[config.mk]
export PLATFORM = sky130hd
export DESIGN_NAME = fn_device_flat
export DESIGN_NICKNAME = d
export VERILOG_FILES = /design/src/fn_pkg.sv /design/src/fn_link_if.sv /design/src/fn_device.sv /design/src/flat_wrapper.sv
export SDC_FILE = /design/constraint.sdc
export NUM_CORES = 2
export LEC_CHECK = 0
export BUFFER_PORTS_ARGS = -buffer_cell sky130_fd_sc_hd__buf_2
export CAP_MARGIN = 20
export CORE_ASPECT_RATIO = 0.8
export CORE_MARGIN = 2
export CORE_UTILIZATION = 30
export CTS_BUF_LIST = sky130_fd_sc_hd__clkbuf_8
export DETAILED_ROUTE_END_ITERATION = 6
export HOLD_SLACK_MARGIN = 0.1
export PLACE_DENSITY = 0.44
export SKIP_CTS_REPAIR_TIMING = 1
export SYNTH_ARGS = -nofsm -noshare
export SYNTH_HDL_FRONTEND = slang
export SYNTH_HIERARCHICAL = 1
export SYNTH_MEMORY_MAX_BITS = 65536
export SYNTH_SLANG_ARGS = --single-unit
[constraint.sdc]
create_clock -name clk_sys_in -period 40.7 [get_ports clk_sys_in]
set_input_delay 4.07 -clock clk_sys_in [delete_from_list [all_inputs] [get_ports clk_sys_in]]
set_output_delay 4.07 -clock clk_sys_in [all_outputs]
set_load 0.02 [all_outputs]
[src/fn_pkg.sv]
// Shared constants, codes and helpers for the function-command link
package fn_pkg;
  localparam logic [7:0]  scratch_write_cmd  = 8'h0f;
  localparam logic [7:0]  scratch_read_cmd   = 8'haa;
  localparam logic [7:0]  scratch_copy_cmd   = 8'h55;
  localparam logic [7:0]  mem_read_cmd       = 8'hf0;
  localparam logic [7:0]  reg_write_cmd      = 8'h99;
  localparam logic [7:0]  pin_read_cmd       = 8'hf5;
  localparam logic [7:0]  pin_write_cmd      = 8'h5a;
  localparam logic [7:0]  pin_pulse_cmd      = 8'ha5;
  localparam logic [7:0]  activity_clear_cmd = 8'hc3;
  localparam logic [7:0]  ok_byte            = 8'haa;
  localparam logic [7:0]  fill_byte          = 8'hff;
  localparam logic [7:0]  prot_code          = 8'h55;
  localparam logic [15:0] reg_base           = 16'h0200;
  localparam logic [15:0] prot_last          = 16'h020f;
  localparam logic [15:0] pin_status_addr    = 16'h0220;
  localparam logic [15:0] latch_addr         = 16'h0221;
  localparam logic [15:0] act_addr           = 16'h0222;
  localparam logic [15:0] reg_write_cmd_first         = 16'h0223;
  localparam logic [15:0] mem_last           = 16'h0225;
  localparam logic [4:0]  sp_last            = 5'h1f;
  localparam logic [4:0]  pin_group_last     = 5'h1f;
  localparam logic [1:0]  hdr_last           = 2'h2;
  localparam logic [5:0]  pin_pad            = 6'h3f;
  localparam logic [2:0]  copy_auth_bytes    = 3'h4;
  localparam logic [15:0] crc_poly_rev       = 16'ha001;
  localparam int unsigned clk_mhz            = 100;
  localparam int unsigned prog_time_us       = 10000;
  localparam int unsigned prog_cyc           = prog_time_us * clk_mhz;
  localparam int unsigned pulse_time_us      = 1;
  localparam logic [15:0] pulse_cyc          = 16'(pulse_time_us * clk_mhz);
  localparam logic [15:0] settle_cyc         = 16'h0004;

  // CRC16, reflected polynomial, one byte LSB first
  function automatic logic [15:0] crc16_byte(input logic [15:0] crc, input logic [7:0] b);
    logic [15:0] c;
    c = crc ^ {8'h00, b};
    for (int i = 0; i < 8; i++) begin
      c = c[0] ? ((c >> 1) ^ crc_poly_rev) : (c >> 1);
    end
    return c;
  endfunction : crc16_byte
endpackage : fn_pkg

[src/fn_link_if.sv]
// Byte-level link between the bus master and the function-command slave
`timescale 1ns/100ps
interface fn_link_if;
  logic       link_rst;
  logic       m2s_valid;
  logic [7:0] m2s_byte;
  logic       m2s_ready;
  logic       s2m_valid;
  logic [7:0] s2m_byte;
  logic       s2m_ready;
  logic       prog_busy;

  modport dev  (input link_rst, m2s_valid, m2s_byte, s2m_ready,
                output m2s_ready, s2m_valid, s2m_byte, prog_busy);
  modport host (output link_rst, m2s_valid, m2s_byte, s2m_ready,
                input m2s_ready, s2m_valid, s2m_byte, prog_busy);
endinterface : fn_link_if

[src/fn_device.sv]
// Slave end: function-command interpreter, memory, pins and reply FIFO
`timescale 1ns/100ps
module byte_fifo #(
  parameter int unsigned WIDTH = 8,
  parameter int unsigned DEPTH = 8
) (
  input  wire logic             clk_sys_in,
  input  wire logic             srst_in,
  input  wire logic             flush_in,
  input  wire logic             in_valid_in,
  input  wire logic [WIDTH-1:0] in_data_in,
  output logic                  in_ready_out,
  output logic                  out_valid_out,
  output logic      [WIDTH-1:0] out_data_out,
  input  wire logic             out_ready_in
);
  localparam int unsigned AW = $clog2(DEPTH);
  logic [WIDTH-1:0] mem_q [DEPTH];
  logic [AW-1:0]    wp_q;
  logic [AW-1:0]    rp_q;
  logic [AW:0]      cnt_q;
  wire              wr = in_valid_in & in_ready_out;
  wire              rd = out_valid_out & out_ready_in;
  wire [AW:0]       cnt_d = cnt_q + (AW+1)'(wr) - (AW+1)'(rd);

  assign out_data_out = mem_q[rp_q];

  always_ff @(posedge clk_sys_in) begin
    if (wr) begin
      mem_q[wp_q] <= in_data_in;
    end
  end

  // Flags registered so both handshake outputs come from flops
  always_ff @(posedge clk_sys_in) begin
    if (srst_in || flush_in) begin
      wp_q          <= '0;
      rp_q          <= '0;
      cnt_q         <= '0;
      in_ready_out  <= 1'b1;
      out_valid_out <= 1'b0;
    end else begin
      wp_q          <= wp_q + AW'(wr);
      rp_q          <= rp_q + AW'(rd);
      cnt_q         <= cnt_d;
      in_ready_out  <= cnt_d != (AW+1)'(DEPTH);
      out_valid_out <= cnt_d != '0;
    end
  end
endmodule : byte_fifo

module fn_device #(
  parameter int unsigned PROG_CYC = fn_pkg::prog_cyc
) (
  input  wire logic       clk_sys_in,
  input  wire logic       srst_in,
  fn_link_if.dev          link,
  input  wire logic [1:0] pio_pin_in,
  output logic      [1:0] pio_oe_out,
  output logic      [1:0] pio_o_out,
  output logic      [1:0] activity_out
);
  typedef enum {ST_CMD, ST_TA1, ST_TA2, ST_ES, ST_WS, ST_RS_HDR, ST_RS_DATA, ST_CRC, ST_PROG, ST_RM,
                ST_REG_WRITE_CMD, ST_PR, ST_PW_A, ST_PW_B, ST_PULSE, ST_SETTLE, ST_PW_AA, ST_PW_ST,
                ST_FF, ST_AA, ST_DEAD} state_e;

  state_e      state_q;
  logic [7:0]  eeprom_q [512];
  logic [7:0]  scratch_q [32];
  logic [7:0]  prot_q [16];
  logic [7:0]  ctl_q [3];
  logic [7:0]  cmd_q;
  logic [7:0]  a_q;
  logic [15:0] adr_q;
  logic [15:0] ta_q;
  logic [4:0]  off_q;
  logic        aa_q;
  logic        pf_q;
  logic        got_q;
  logic        copied_q;
  logic        is_pulse_q;
  logic        ret_pr_q;
  logic        rx_rdy_q;
  logic [9:0]  cnt_q;
  logic [15:0] crc_q;
  logic [31:0] prog_cnt_q;
  logic [15:0] pul_cnt_q;
  logic [1:0]  latch_q;
  logic [1:0]  pin_s1_q;
  logic [1:0]  pin_s2_q;
  logic [1:0]  prev_q;
  logic [7:0]  tx_byte;
  logic        fifo_ready;

  wire         take     = link.m2s_valid & rx_rdy_q;
  wire [7:0]   rxb      = link.m2s_byte;
  wire [15:0]  full_adr = {rxb, adr_q[7:0]};
  wire [7:0]   es_byte  = {aa_q, 1'b0, pf_q, off_q};
  wire [7:0]   status   = {fn_pkg::pin_pad, pin_s2_q};
  wire         is_rx    = state_q inside {ST_CMD, ST_TA1, ST_TA2, ST_ES, ST_WS, ST_REG_WRITE_CMD, ST_PW_A, ST_PW_B};
  wire         is_tx    = state_q inside {ST_RS_HDR, ST_RS_DATA, ST_CRC, ST_RM, ST_PR, ST_PW_AA, ST_PW_ST,
                                          ST_FF, ST_AA};
  wire         push     = is_tx & fifo_ready;
  wire         crc_on   = state_q inside {ST_RS_HDR, ST_RS_DATA, ST_PR};
  wire [15:0]  cur_adr  = {6'h00, cnt_q};
  wire         act_clr  = state_q == ST_CMD && take && rxb == fn_pkg::activity_clear_cmd;
  wire         sp_we    = state_q == ST_WS && take;
  wire         ee_we    = state_q == ST_PROG && !copied_q;
  wire         ctl_we   = state_q == ST_REG_WRITE_CMD && take;
  wire         pulsing  = state_q == ST_PULSE;
  wire [1:0]   level    = latch_q ^ (pulsing ? a_q[1:0] : 2'h0);
  wire         auth_ok  = adr_q == ta_q && rxb == es_byte && ta_q < fn_pkg::reg_base && !pf_q
                          && prot_q[ta_q[8:5]] != fn_pkg::prot_code;
  wire         pin_ok   = rxb == ~a_q;

  // Memory map read: array pages, protect bytes, pin registers, control
  function automatic logic [7:0] map_rd(input logic [15:0] a);
    if (a < fn_pkg::reg_base) return eeprom_q[a[8:0]];
    if (a <= fn_pkg::prot_last) return prot_q[a[3:0]];
    if (a == fn_pkg::pin_status_addr) return status;
    if (a == fn_pkg::latch_addr) return {fn_pkg::pin_pad, latch_q};
    if (a == fn_pkg::act_addr) return {6'h00, activity_out};
    if (a >= fn_pkg::reg_write_cmd_first && a <= fn_pkg::mem_last) return ctl_q[a[1:0] - 2'h3];
    return fn_pkg::fill_byte;
  endfunction : map_rd

  always_comb begin
    case (state_q)
      ST_RS_HDR:  tx_byte = cnt_q[1:0] == 2'h0 ? ta_q[7:0] : cnt_q[1:0] == 2'h1 ? ta_q[15:8] : es_byte;
      ST_RS_DATA: tx_byte = scratch_q[cnt_q[4:0]];
      ST_CRC:     tx_byte = cnt_q[0] ? ~crc_q[15:8] : ~crc_q[7:0];
      ST_RM:      tx_byte = map_rd(cur_adr);
      ST_PR:      tx_byte = status;
      ST_PW_ST:   tx_byte = status;
      ST_PW_AA:   tx_byte = fn_pkg::ok_byte;
      ST_AA:      tx_byte = fn_pkg::ok_byte;
      default:    tx_byte = fn_pkg::fill_byte;
    endcase
  end

  byte_fifo #(.WIDTH(8), .DEPTH(8)) u_fifo (
    .clk_sys_in    (clk_sys_in),
    .srst_in       (srst_in),
    .flush_in      (link.link_rst),
    .in_valid_in   (push),
    .in_data_in    (tx_byte),
    .in_ready_out  (fifo_ready),
    .out_valid_out (link.s2m_valid),
    .out_data_out  (link.s2m_byte),
    .out_ready_in  (link.s2m_ready)
  );

  always_ff @(posedge clk_sys_in) begin
    if (sp_we) begin
      scratch_q[cnt_q[4:0]] <= rxb;
    end
    if (ee_we) begin
      eeprom_q[{ta_q[8:5], cnt_q[4:0]}] <= scratch_q[cnt_q[4:0]];
    end
  end

  always_ff @(posedge clk_sys_in) begin
    if (srst_in) begin
      ctl_q <= '{default: 8'h00};
      prot_q <= '{default: 8'h00};
    end else if (ctl_we) begin
      ctl_q[cnt_q[1:0] - 2'h3] <= rxb;
    end
  end

  // Pin synchroniser, output drive and sticky activity; set wins over clear
  always_ff @(posedge clk_sys_in) begin
    pin_s1_q <= pio_pin_in;
    pin_s2_q <= pin_s1_q;
    if (srst_in) begin
      prev_q       <= 2'h3;
      pio_oe_out   <= 2'h0;
      pio_o_out    <= 2'h0;
      link.prog_busy <= 1'b0;
    end else begin
      prev_q       <= pin_s2_q;
      pio_oe_out   <= ~level;
      pio_o_out    <= 2'h0;
      link.prog_busy <= state_q == ST_PROG;
    end
  end

  for (genvar i = 0; i < 2; i++) begin : g_act
    always_ff @(posedge clk_sys_in) begin
      if (srst_in) begin
        activity_out[i] <= 1'b0;
      end else begin
        activity_out[i] <= (pin_s2_q[i] != prev_q[i]) | (activity_out[i] & ~act_clr);
      end
    end
  end

  always_ff @(posedge clk_sys_in) begin
    if (srst_in) begin
      ta_q <= '0;
      off_q <= '0;
      aa_q <= 1'b0;
      pf_q <= 1'b0;
      got_q <= 1'b0;
      latch_q <= 2'h3;
    end else if (state_q == ST_TA2 && take && cmd_q == fn_pkg::scratch_write_cmd) begin
      ta_q <= full_adr;
      off_q <= full_adr[4:0];
      aa_q <= 1'b0;
      pf_q <= 1'b0;
      got_q <= 1'b0;
    end else if (sp_we) begin
      off_q <= cnt_q[4:0];
      got_q <= 1'b1;
    end else if (link.link_rst && state_q == ST_WS && !got_q) begin
      pf_q <= 1'b1;
    end else if (state_q == ST_PROG && prog_cnt_q == 32'(PROG_CYC - 1)) begin
      aa_q <= 1'b1;
    end else if (state_q == ST_PW_B && take && pin_ok && !is_pulse_q) begin
      latch_q <= a_q[1:0];
    end
  end

  always_ff @(posedge clk_sys_in) begin
    if (srst_in || link.link_rst) begin
      state_q <= ST_CMD;
      cmd_q <= '0;
      a_q <= '0;
      adr_q <= '0;
      cnt_q <= '0;
      crc_q <= '0;
      prog_cnt_q <= '0;
      pul_cnt_q <= '0;
      copied_q <= 1'b0;
      is_pulse_q <= 1'b0;
      ret_pr_q <= 1'b0;
      rx_rdy_q <= 1'b0;
    end else begin
      rx_rdy_q <= is_rx && !take;
      if (take) begin
        crc_q <= fn_pkg::crc16_byte(state_q == ST_CMD ? 16'h0000 : crc_q, rxb);
      end else if (push && crc_on) begin
        crc_q <= fn_pkg::crc16_byte(crc_q, tx_byte);
      end
      case (state_q)
        ST_CMD: if (take) begin
          cmd_q <= rxb;
          cnt_q <= '0;
          is_pulse_q <= rxb == fn_pkg::pin_pulse_cmd;
          ret_pr_q <= rxb == fn_pkg::pin_read_cmd;
          case (rxb)
            fn_pkg::scratch_write_cmd, fn_pkg::scratch_copy_cmd,
            fn_pkg::mem_read_cmd, fn_pkg::reg_write_cmd: state_q <= ST_TA1;
            fn_pkg::scratch_read_cmd:   state_q <= ST_RS_HDR;
            fn_pkg::pin_read_cmd:       state_q <= ST_PR;
            fn_pkg::pin_write_cmd, fn_pkg::pin_pulse_cmd: state_q <= ST_PW_A;
            fn_pkg::activity_clear_cmd: state_q <= ST_AA;
            default:                    state_q <= ST_DEAD;
          endcase
        end
        ST_TA1: if (take) begin
          adr_q[7:0] <= rxb;
          state_q <= ST_TA2;
        end
        ST_TA2: if (take) begin
          adr_q[15:8] <= rxb;
          cnt_q <= full_adr[9:0];
          case (cmd_q)
            fn_pkg::scratch_write_cmd: state_q <= ST_WS;
            fn_pkg::scratch_copy_cmd:  state_q <= ST_ES;
            fn_pkg::mem_read_cmd:      state_q <= full_adr <= fn_pkg::mem_last ? ST_RM : ST_FF;
            default: state_q <= (full_adr >= fn_pkg::reg_write_cmd_first && full_adr <= fn_pkg::mem_last)
                                ? ST_REG_WRITE_CMD : ST_FF;
          endcase
        end
        ST_WS: if (take) begin
          cnt_q <= cnt_q + 10'h001;
          if (cnt_q[4:0] == fn_pkg::sp_last) begin
            cnt_q <= '0;
            state_q <= ST_CRC;
          end
        end
        ST_RS_HDR: if (push) begin
          cnt_q <= cnt_q + 10'h001;
          if (cnt_q[1:0] == fn_pkg::hdr_last) begin
            cnt_q <= {5'h00, ta_q[4:0]};
            state_q <= ST_RS_DATA;
          end
        end
        ST_RS_DATA: if (push) begin
          cnt_q <= {5'h00, cnt_q[4:0] + 5'h01};
          if (cnt_q[4:0] == off_q) begin
            cnt_q <= '0;
            state_q <= ST_CRC;
          end
        end
        ST_CRC: if (push) begin
          cnt_q <= cnt_q + 10'h001;
          if (cnt_q[0]) begin
            cnt_q <= '0;
            crc_q <= '0;
            state_q <= ret_pr_q ? ST_PR : ST_FF;
          end
        end
        ST_ES: if (take) begin
          cnt_q <= {5'h00, ta_q[4:0]};
          state_q <= auth_ok ? ST_PROG : ST_FF;
        end
        ST_PROG: begin
          prog_cnt_q <= prog_cnt_q + 32'h1;
          if (!copied_q) begin
            cnt_q <= {5'h00, cnt_q[4:0] + 5'h01};
            copied_q <= cnt_q[4:0] == off_q;
          end
          if (prog_cnt_q == 32'(PROG_CYC - 1)) begin
            state_q <= ST_AA;
          end
        end
        ST_RM: if (push) begin
          cnt_q <= cnt_q + 10'h001;
          if (cur_adr == fn_pkg::mem_last) begin
            state_q <= ST_FF;
          end
        end
        ST_REG_WRITE_CMD: if (take) begin
          cnt_q <= cnt_q + 10'h001;
          if (cur_adr == fn_pkg::mem_last) begin
            state_q <= ST_FF;
          end
        end
        ST_PR: if (push) begin
          cnt_q <= cnt_q + 10'h001;
          if (cnt_q[4:0] == fn_pkg::pin_group_last) begin
            cnt_q <= '0;
            state_q <= ST_CRC;
          end
        end
        ST_PW_A: if (take) begin
          a_q <= rxb;
          state_q <= ST_PW_B;
        end
        ST_PW_B: if (take) begin
          pul_cnt_q <= is_pulse_q ? fn_pkg::pulse_cyc : fn_pkg::settle_cyc;
          state_q <= !pin_ok ? ST_FF : is_pulse_q ? ST_PULSE : ST_SETTLE;
        end
        ST_PULSE: begin
          pul_cnt_q <= pul_cnt_q - 16'h0001;
          if (pul_cnt_q == 16'h0001) begin
            pul_cnt_q <= fn_pkg::settle_cyc;
            state_q <= ST_SETTLE;
          end
        end
        // Let the new level pass the pin synchroniser before status is sampled
        ST_SETTLE: begin
          pul_cnt_q <= pul_cnt_q - 16'h0001;
          if (pul_cnt_q == 16'h0001) begin
            state_q <= ST_PW_AA;
          end
        end
        ST_PW_AA: if (push) begin
          state_q <= ST_PW_ST;
        end
        ST_PW_ST: if (push) begin
          state_q <= is_pulse_q ? ST_FF : ST_PW_A;
        end
        ST_FF, ST_AA, ST_DEAD: state_q <= state_q;
        default: state_q <= ST_CMD;
      endcase
    end
  end

  assign link.m2s_ready = rx_rdy_q;
endmodule : fn_device

[src/flat_wrapper.sv]
// flat-port wrapper written by rule: the top's interface ports become plain ports
module fn_device_flat 
#(
  parameter int unsigned PROG_CYC = fn_pkg::prog_cyc
)
  (clk_sys_in, srst_in, pio_pin_in, pio_oe_out, pio_o_out, activity_out, link_link_rst, link_m2s_valid, link_m2s_byte, link_s2m_ready, link_m2s_ready, link_s2m_valid, link_s2m_byte, link_prog_busy);
  fn_link_if link_i ();
  input  wire logic clk_sys_in;
  input  wire logic srst_in;
  input  wire logic [1:0] pio_pin_in;
  output logic      [1:0] pio_oe_out;
  output logic      [1:0] pio_o_out;
  output logic      [1:0] activity_out;
  input wire logic [$bits(link_i.link_rst)-1:0] link_link_rst;
  input wire logic [$bits(link_i.m2s_valid)-1:0] link_m2s_valid;
  input wire logic [$bits(link_i.m2s_byte)-1:0] link_m2s_byte;
  input wire logic [$bits(link_i.s2m_ready)-1:0] link_s2m_ready;
  output wire logic [$bits(link_i.m2s_ready)-1:0] link_m2s_ready;
  output wire logic [$bits(link_i.s2m_valid)-1:0] link_s2m_valid;
  output wire logic [$bits(link_i.s2m_byte)-1:0] link_s2m_byte;
  output wire logic [$bits(link_i.prog_busy)-1:0] link_prog_busy;
  assign link_i.link_rst = link_link_rst;
  assign link_i.m2s_valid = link_m2s_valid;
  assign link_i.m2s_byte = link_m2s_byte;
  assign link_i.s2m_ready = link_s2m_ready;
  assign link_m2s_ready = link_i.m2s_ready;
  assign link_s2m_valid = link_i.s2m_valid;
  assign link_s2m_byte = link_i.s2m_byte;
  assign link_prog_busy = link_i.prog_busy;
  fn_device #(.PROG_CYC(PROG_CYC)) u_core (.clk_sys_in(clk_sys_in), .srst_in(srst_in), .link(link_i), .pio_pin_in(pio_pin_in), .pio_oe_out(pio_oe_out), .pio_o_out(pio_o_out), .activity_out(activity_out));
endmodule
==> flow_summary.yaml <==
outcome:
  status: "finished clean"
sta:
  hold_viol_final: 0
  tns_ps: 0
  maxSlewViolCount: 0
  fin_crit_ps: 8740
  fin_worst_skew_ps: 122
  hold_slack_ps: 338
  fmax_mhz: 114
  rsz0062_at_grt: "false"
  setup_viol: 0
  timing.slew.headroom: 0.111
  fin_crit_sh: 0.215
  worst_pin_slew_ps: 1300
synth:
  syn_area_sq_mm: 0.184
  synth-compound-area-share: 0.0342
  synth_area_leaders: "edfxtp_1 (72%), mux4_2 (11%), mux2i_1 (2.5%)"
  synth_edf_count: 4416
  yosysTopAreaCellShare: 0.720
  synth_top_family_by_area: "multiplexers"
  yosys.area_share.simple: 0.0429
  ys_ff_latch: 4613
  synthAdderAreaFrac: 0.00126
  synth.mux.area_fraction: 0.150
  yosys.area.top_type: "edfxtp_1"
  yosysWarnings: 6
  ys_seq_area_frac: 0.742
  synthCells: 9582
  synth_xor_area_frac: 0.00706
  ys.flop_type: "edfxtp_1"
  synth_cell_type_count: 115
  avgSynthCellArea_sq_um: 19.2
  async_flop_share: 0
global_route:
  grt_pass1_vias: 100000
  track_usage: 0.201
  grt_max_degree: 193
  overflow: 0
  antenna_found_initial: 64
  grt_pass1_wl_mm: 870
setup_path:
  slowest_delay_ps: 880
  crit_chain: "buf_12 > buf_4 > buf_12 > buf_4 > buf_4 > mux4_2 > mux2i_1 > o221ai_1 > nand4_1 > and3_1 > o31ai_2 > xor2_1 > xnor2_2 > xnor2_2 > xnor2_1 > nand4_1 > nor3b_2"
  critPathCaptureType: "register"
  cp_max_fo: 91
  cp-start-kind: "register"
  arrival_ps: 9930
  critPathBufInv: 5
  worstPathRequired_ps: 41890
  cp_slowest_cell: "buf_4"
  critPathTopFamily: "buffers and inverters"
  critical_path_class: "register to register"
  crit_top_cell: "buf_4"
placement:
  placed_area_sq_mm: 0.194
  gp_congestion: 0.834
  dp.final_hpwl_mm: 406
  place.port_buffers: 29
power:
  vdd_drop_max_uv: 34.6
  finalPower_w: 0.00934
  powerDensity_mw_per_mm2: 45.0
  p_leak_nw: 62.9
route:
  detail-route-antenna-nets: 0
  vias: 102000
  drtIter0Drc: 13200
  dr.pass1.iters: 6
  drcViolationCount: 0
  avgViaCountPerCell: 5.40
  finalWirelength_mm: 645
  wire_per_inst_um: 34.2
final_layout:
  final_area_sq_mm: 0.208
  fillers: 57900
  fin_nets: 10100
  seqCellArea_sq_mm: 0.137
  syn2layout_area_growth_pct: 12.8
  drive_above_1_share: 0.224
  final_util: 0.339
  multi_input_area_sq_mm: 0.0438
hold_path:
  hp-class: "register to register"
cts:
  cts.sinks: 4613
  cts_tree: "yes"
  numCtsBuffers: 737
  htree_levels: 6
  cts_max_path_buffers: 4
  cts_root_buf: "clkbuf_8"
  insertion_delay_ps: 1350
  clk_pin_slew_ps: 60
floorplanning:
  fp.dieH_um: 705
  core-area_sq_mm: 0.612
  die_x_um: 880
  rows: 257
  fp.dieArea_sq_mm: 0.620
  start_util: 0.301
  io_pins: 32
flow_run:
  maxCapViolCount: 0
==> cell type report <==
| type | count | area share |
|---|---|---|
| Multi-Input combinational cell | 4328 | 0.211 |
| Sequential cell | 4613 | 0.658 |
| Timing Repair Buffer | 396 | 0.0159 |
| Clock inverter | 561 | 0.0158 |
| Clock buffer | 745 | 0.0494 |
| Tap cell | 8158 | 0.0492 |
| Antenna cell | 18 | 0.000217 |
| Inverter | 33 | 0.000771 |
==> cells in the final DEF (no fill, tap or decap), types with 159 or more instances in the layout <==
cell type / synthesis / routed
a22oi_1: 160 / 160
inv_1: 27 / 281
dfxtp_1: 197 / 189
mux2i_1: 461 / 461
edfxtp_1: 4416 / 4416
nand2_1: 463 / 450
buf_4: 92 / 315
nor2_1: 807 / 798
clkbuf_8: 4 / 747
a21oi_1: 190 / 189
clkinv_1: 5 / 159
mux4_2: 934 / 933
==> registers in the layout, indices dropped and copies added, names as in the netlist, 8 cells and up, named ones only <==
register	flops
u_core/prog_cnt_q	32
u_core/a_q	8
u_core/ctl_q	24
u_core/pul_cnt_q	16
u_core/cmd_q	8
u_core/adr_q	16
u_core/u_fifo/mem_q	64
u_core/ta_q	16
u_core/scratch_q	256
u_core/eeprom_q	4096
u_core/crc_q	16
u_core/cnt_q	10
==> final timing paths <==
| kind | from | to | slack, ps | depth (start not counted) |
|---|---|---|---|---|
| min reg2reg | u_core/pin_s1_q[1]$_DFF_P_ | u_core/pin_s2_q[1]$_DFF_P_ | 340 | 0 |
| max reg2reg | register | u_core/crc_q[0]$_SDFF_PP0_ | 31960 | 17 |
| min | u_core/pin_s1_q[1]$_DFF_P_ | u_core/pin_s2_q[1]$_DFF_P_ | 340 | 0 |
| max | register | u_core/crc_q[0]$_SDFF_PP0_ | 31960 | 17 |
==> where the power goes <==
group | switching [W] | internal [W] | leakage, nW | total (W)
logic | 0.000249 | 0.0000926 | 13.7 | 0.000342
clock network | 0.00193 | 0.00186 | 7.87 | 0.00380
registers | 0.0000133 | 0.00518 | 41.3 | 0.00520
==> worst reg2reg max path, cell delays in order, from the launching register on <==
cell	delay, ps
dfxtp_4	590
buf_12	630
buf_4	790
buf_12	530
buf_4	750
buf_4	910
mux4_2	420
mux2i_1	90
o221ai_1	730
nand4_1	580
and3_1	550
o31ai_2	780
xor2_1	220
xnor2_2	200
xnor2_2	200
xnor2_1	320
nand4_1	120
nor3b_2	190
==> cell usage after synthesis, drive strengths merged, types with 17 or more instances <==
| library cell | n |
|---|---|
| a2111oi | 22 |
| a211oi | 30 |
| a21oi | 191 |
| a221oi | 73 |
| a22o | 22 |
| a22oi | 160 |
| a31oi | 51 |
| and2 | 19 |
| and3 | 29 |
| buf | 363 |
| clkbuf | 244 |
| dfxtp | 197 |
| edfxtp | 4416 |
| ha | 17 |
| inv | 28 |
| mux2 | 33 |
| mux2i | 461 |
| mux4 | 992 |
| nand2 | 463 |
| nand2b | 32 |
| nand3 | 153 |
| nand4 | 46 |
| nor2 | 809 |
| nor2b | 34 |
| nor3 | 64 |
| nor3b | 17 |
| nor4 | 37 |
| o211ai | 33 |
| o21ai | 124 |
| o22ai | 42 |
| xnor2 | 67 |
| xor2 | 74 |
==> kinds of logic after synthesis <==
group,Yosys count
other,1
adder cells (fa/ha/maj),18
AND/OR/NAND/NOR,1784
flip-flops,4613
multiplexers,1486
XOR/XNOR,142
AO/OA/AOI/OAI,896
buffers and inverters,642
==> stage by stage <==
stage | setup slack (ps) | cells
finish | 31960 | 18900
global route | 31420 | 18800
CTS | 31750 | 18800
detailed placement | 31790 | 17500
global placement | 31210 | 17500
floorplan | 21650 | 9583
==> metal layers <==
metal	global-route usage	wire length (um)	vias to the layer above
met5	0	228	-
li1	-	-	40200
met4	0.0505	16600	34
met3	0.0425	56600	918
met2	0.300	283000	5027
met1	0.300	289000	55600
Power figures use the tool's default switching activity.
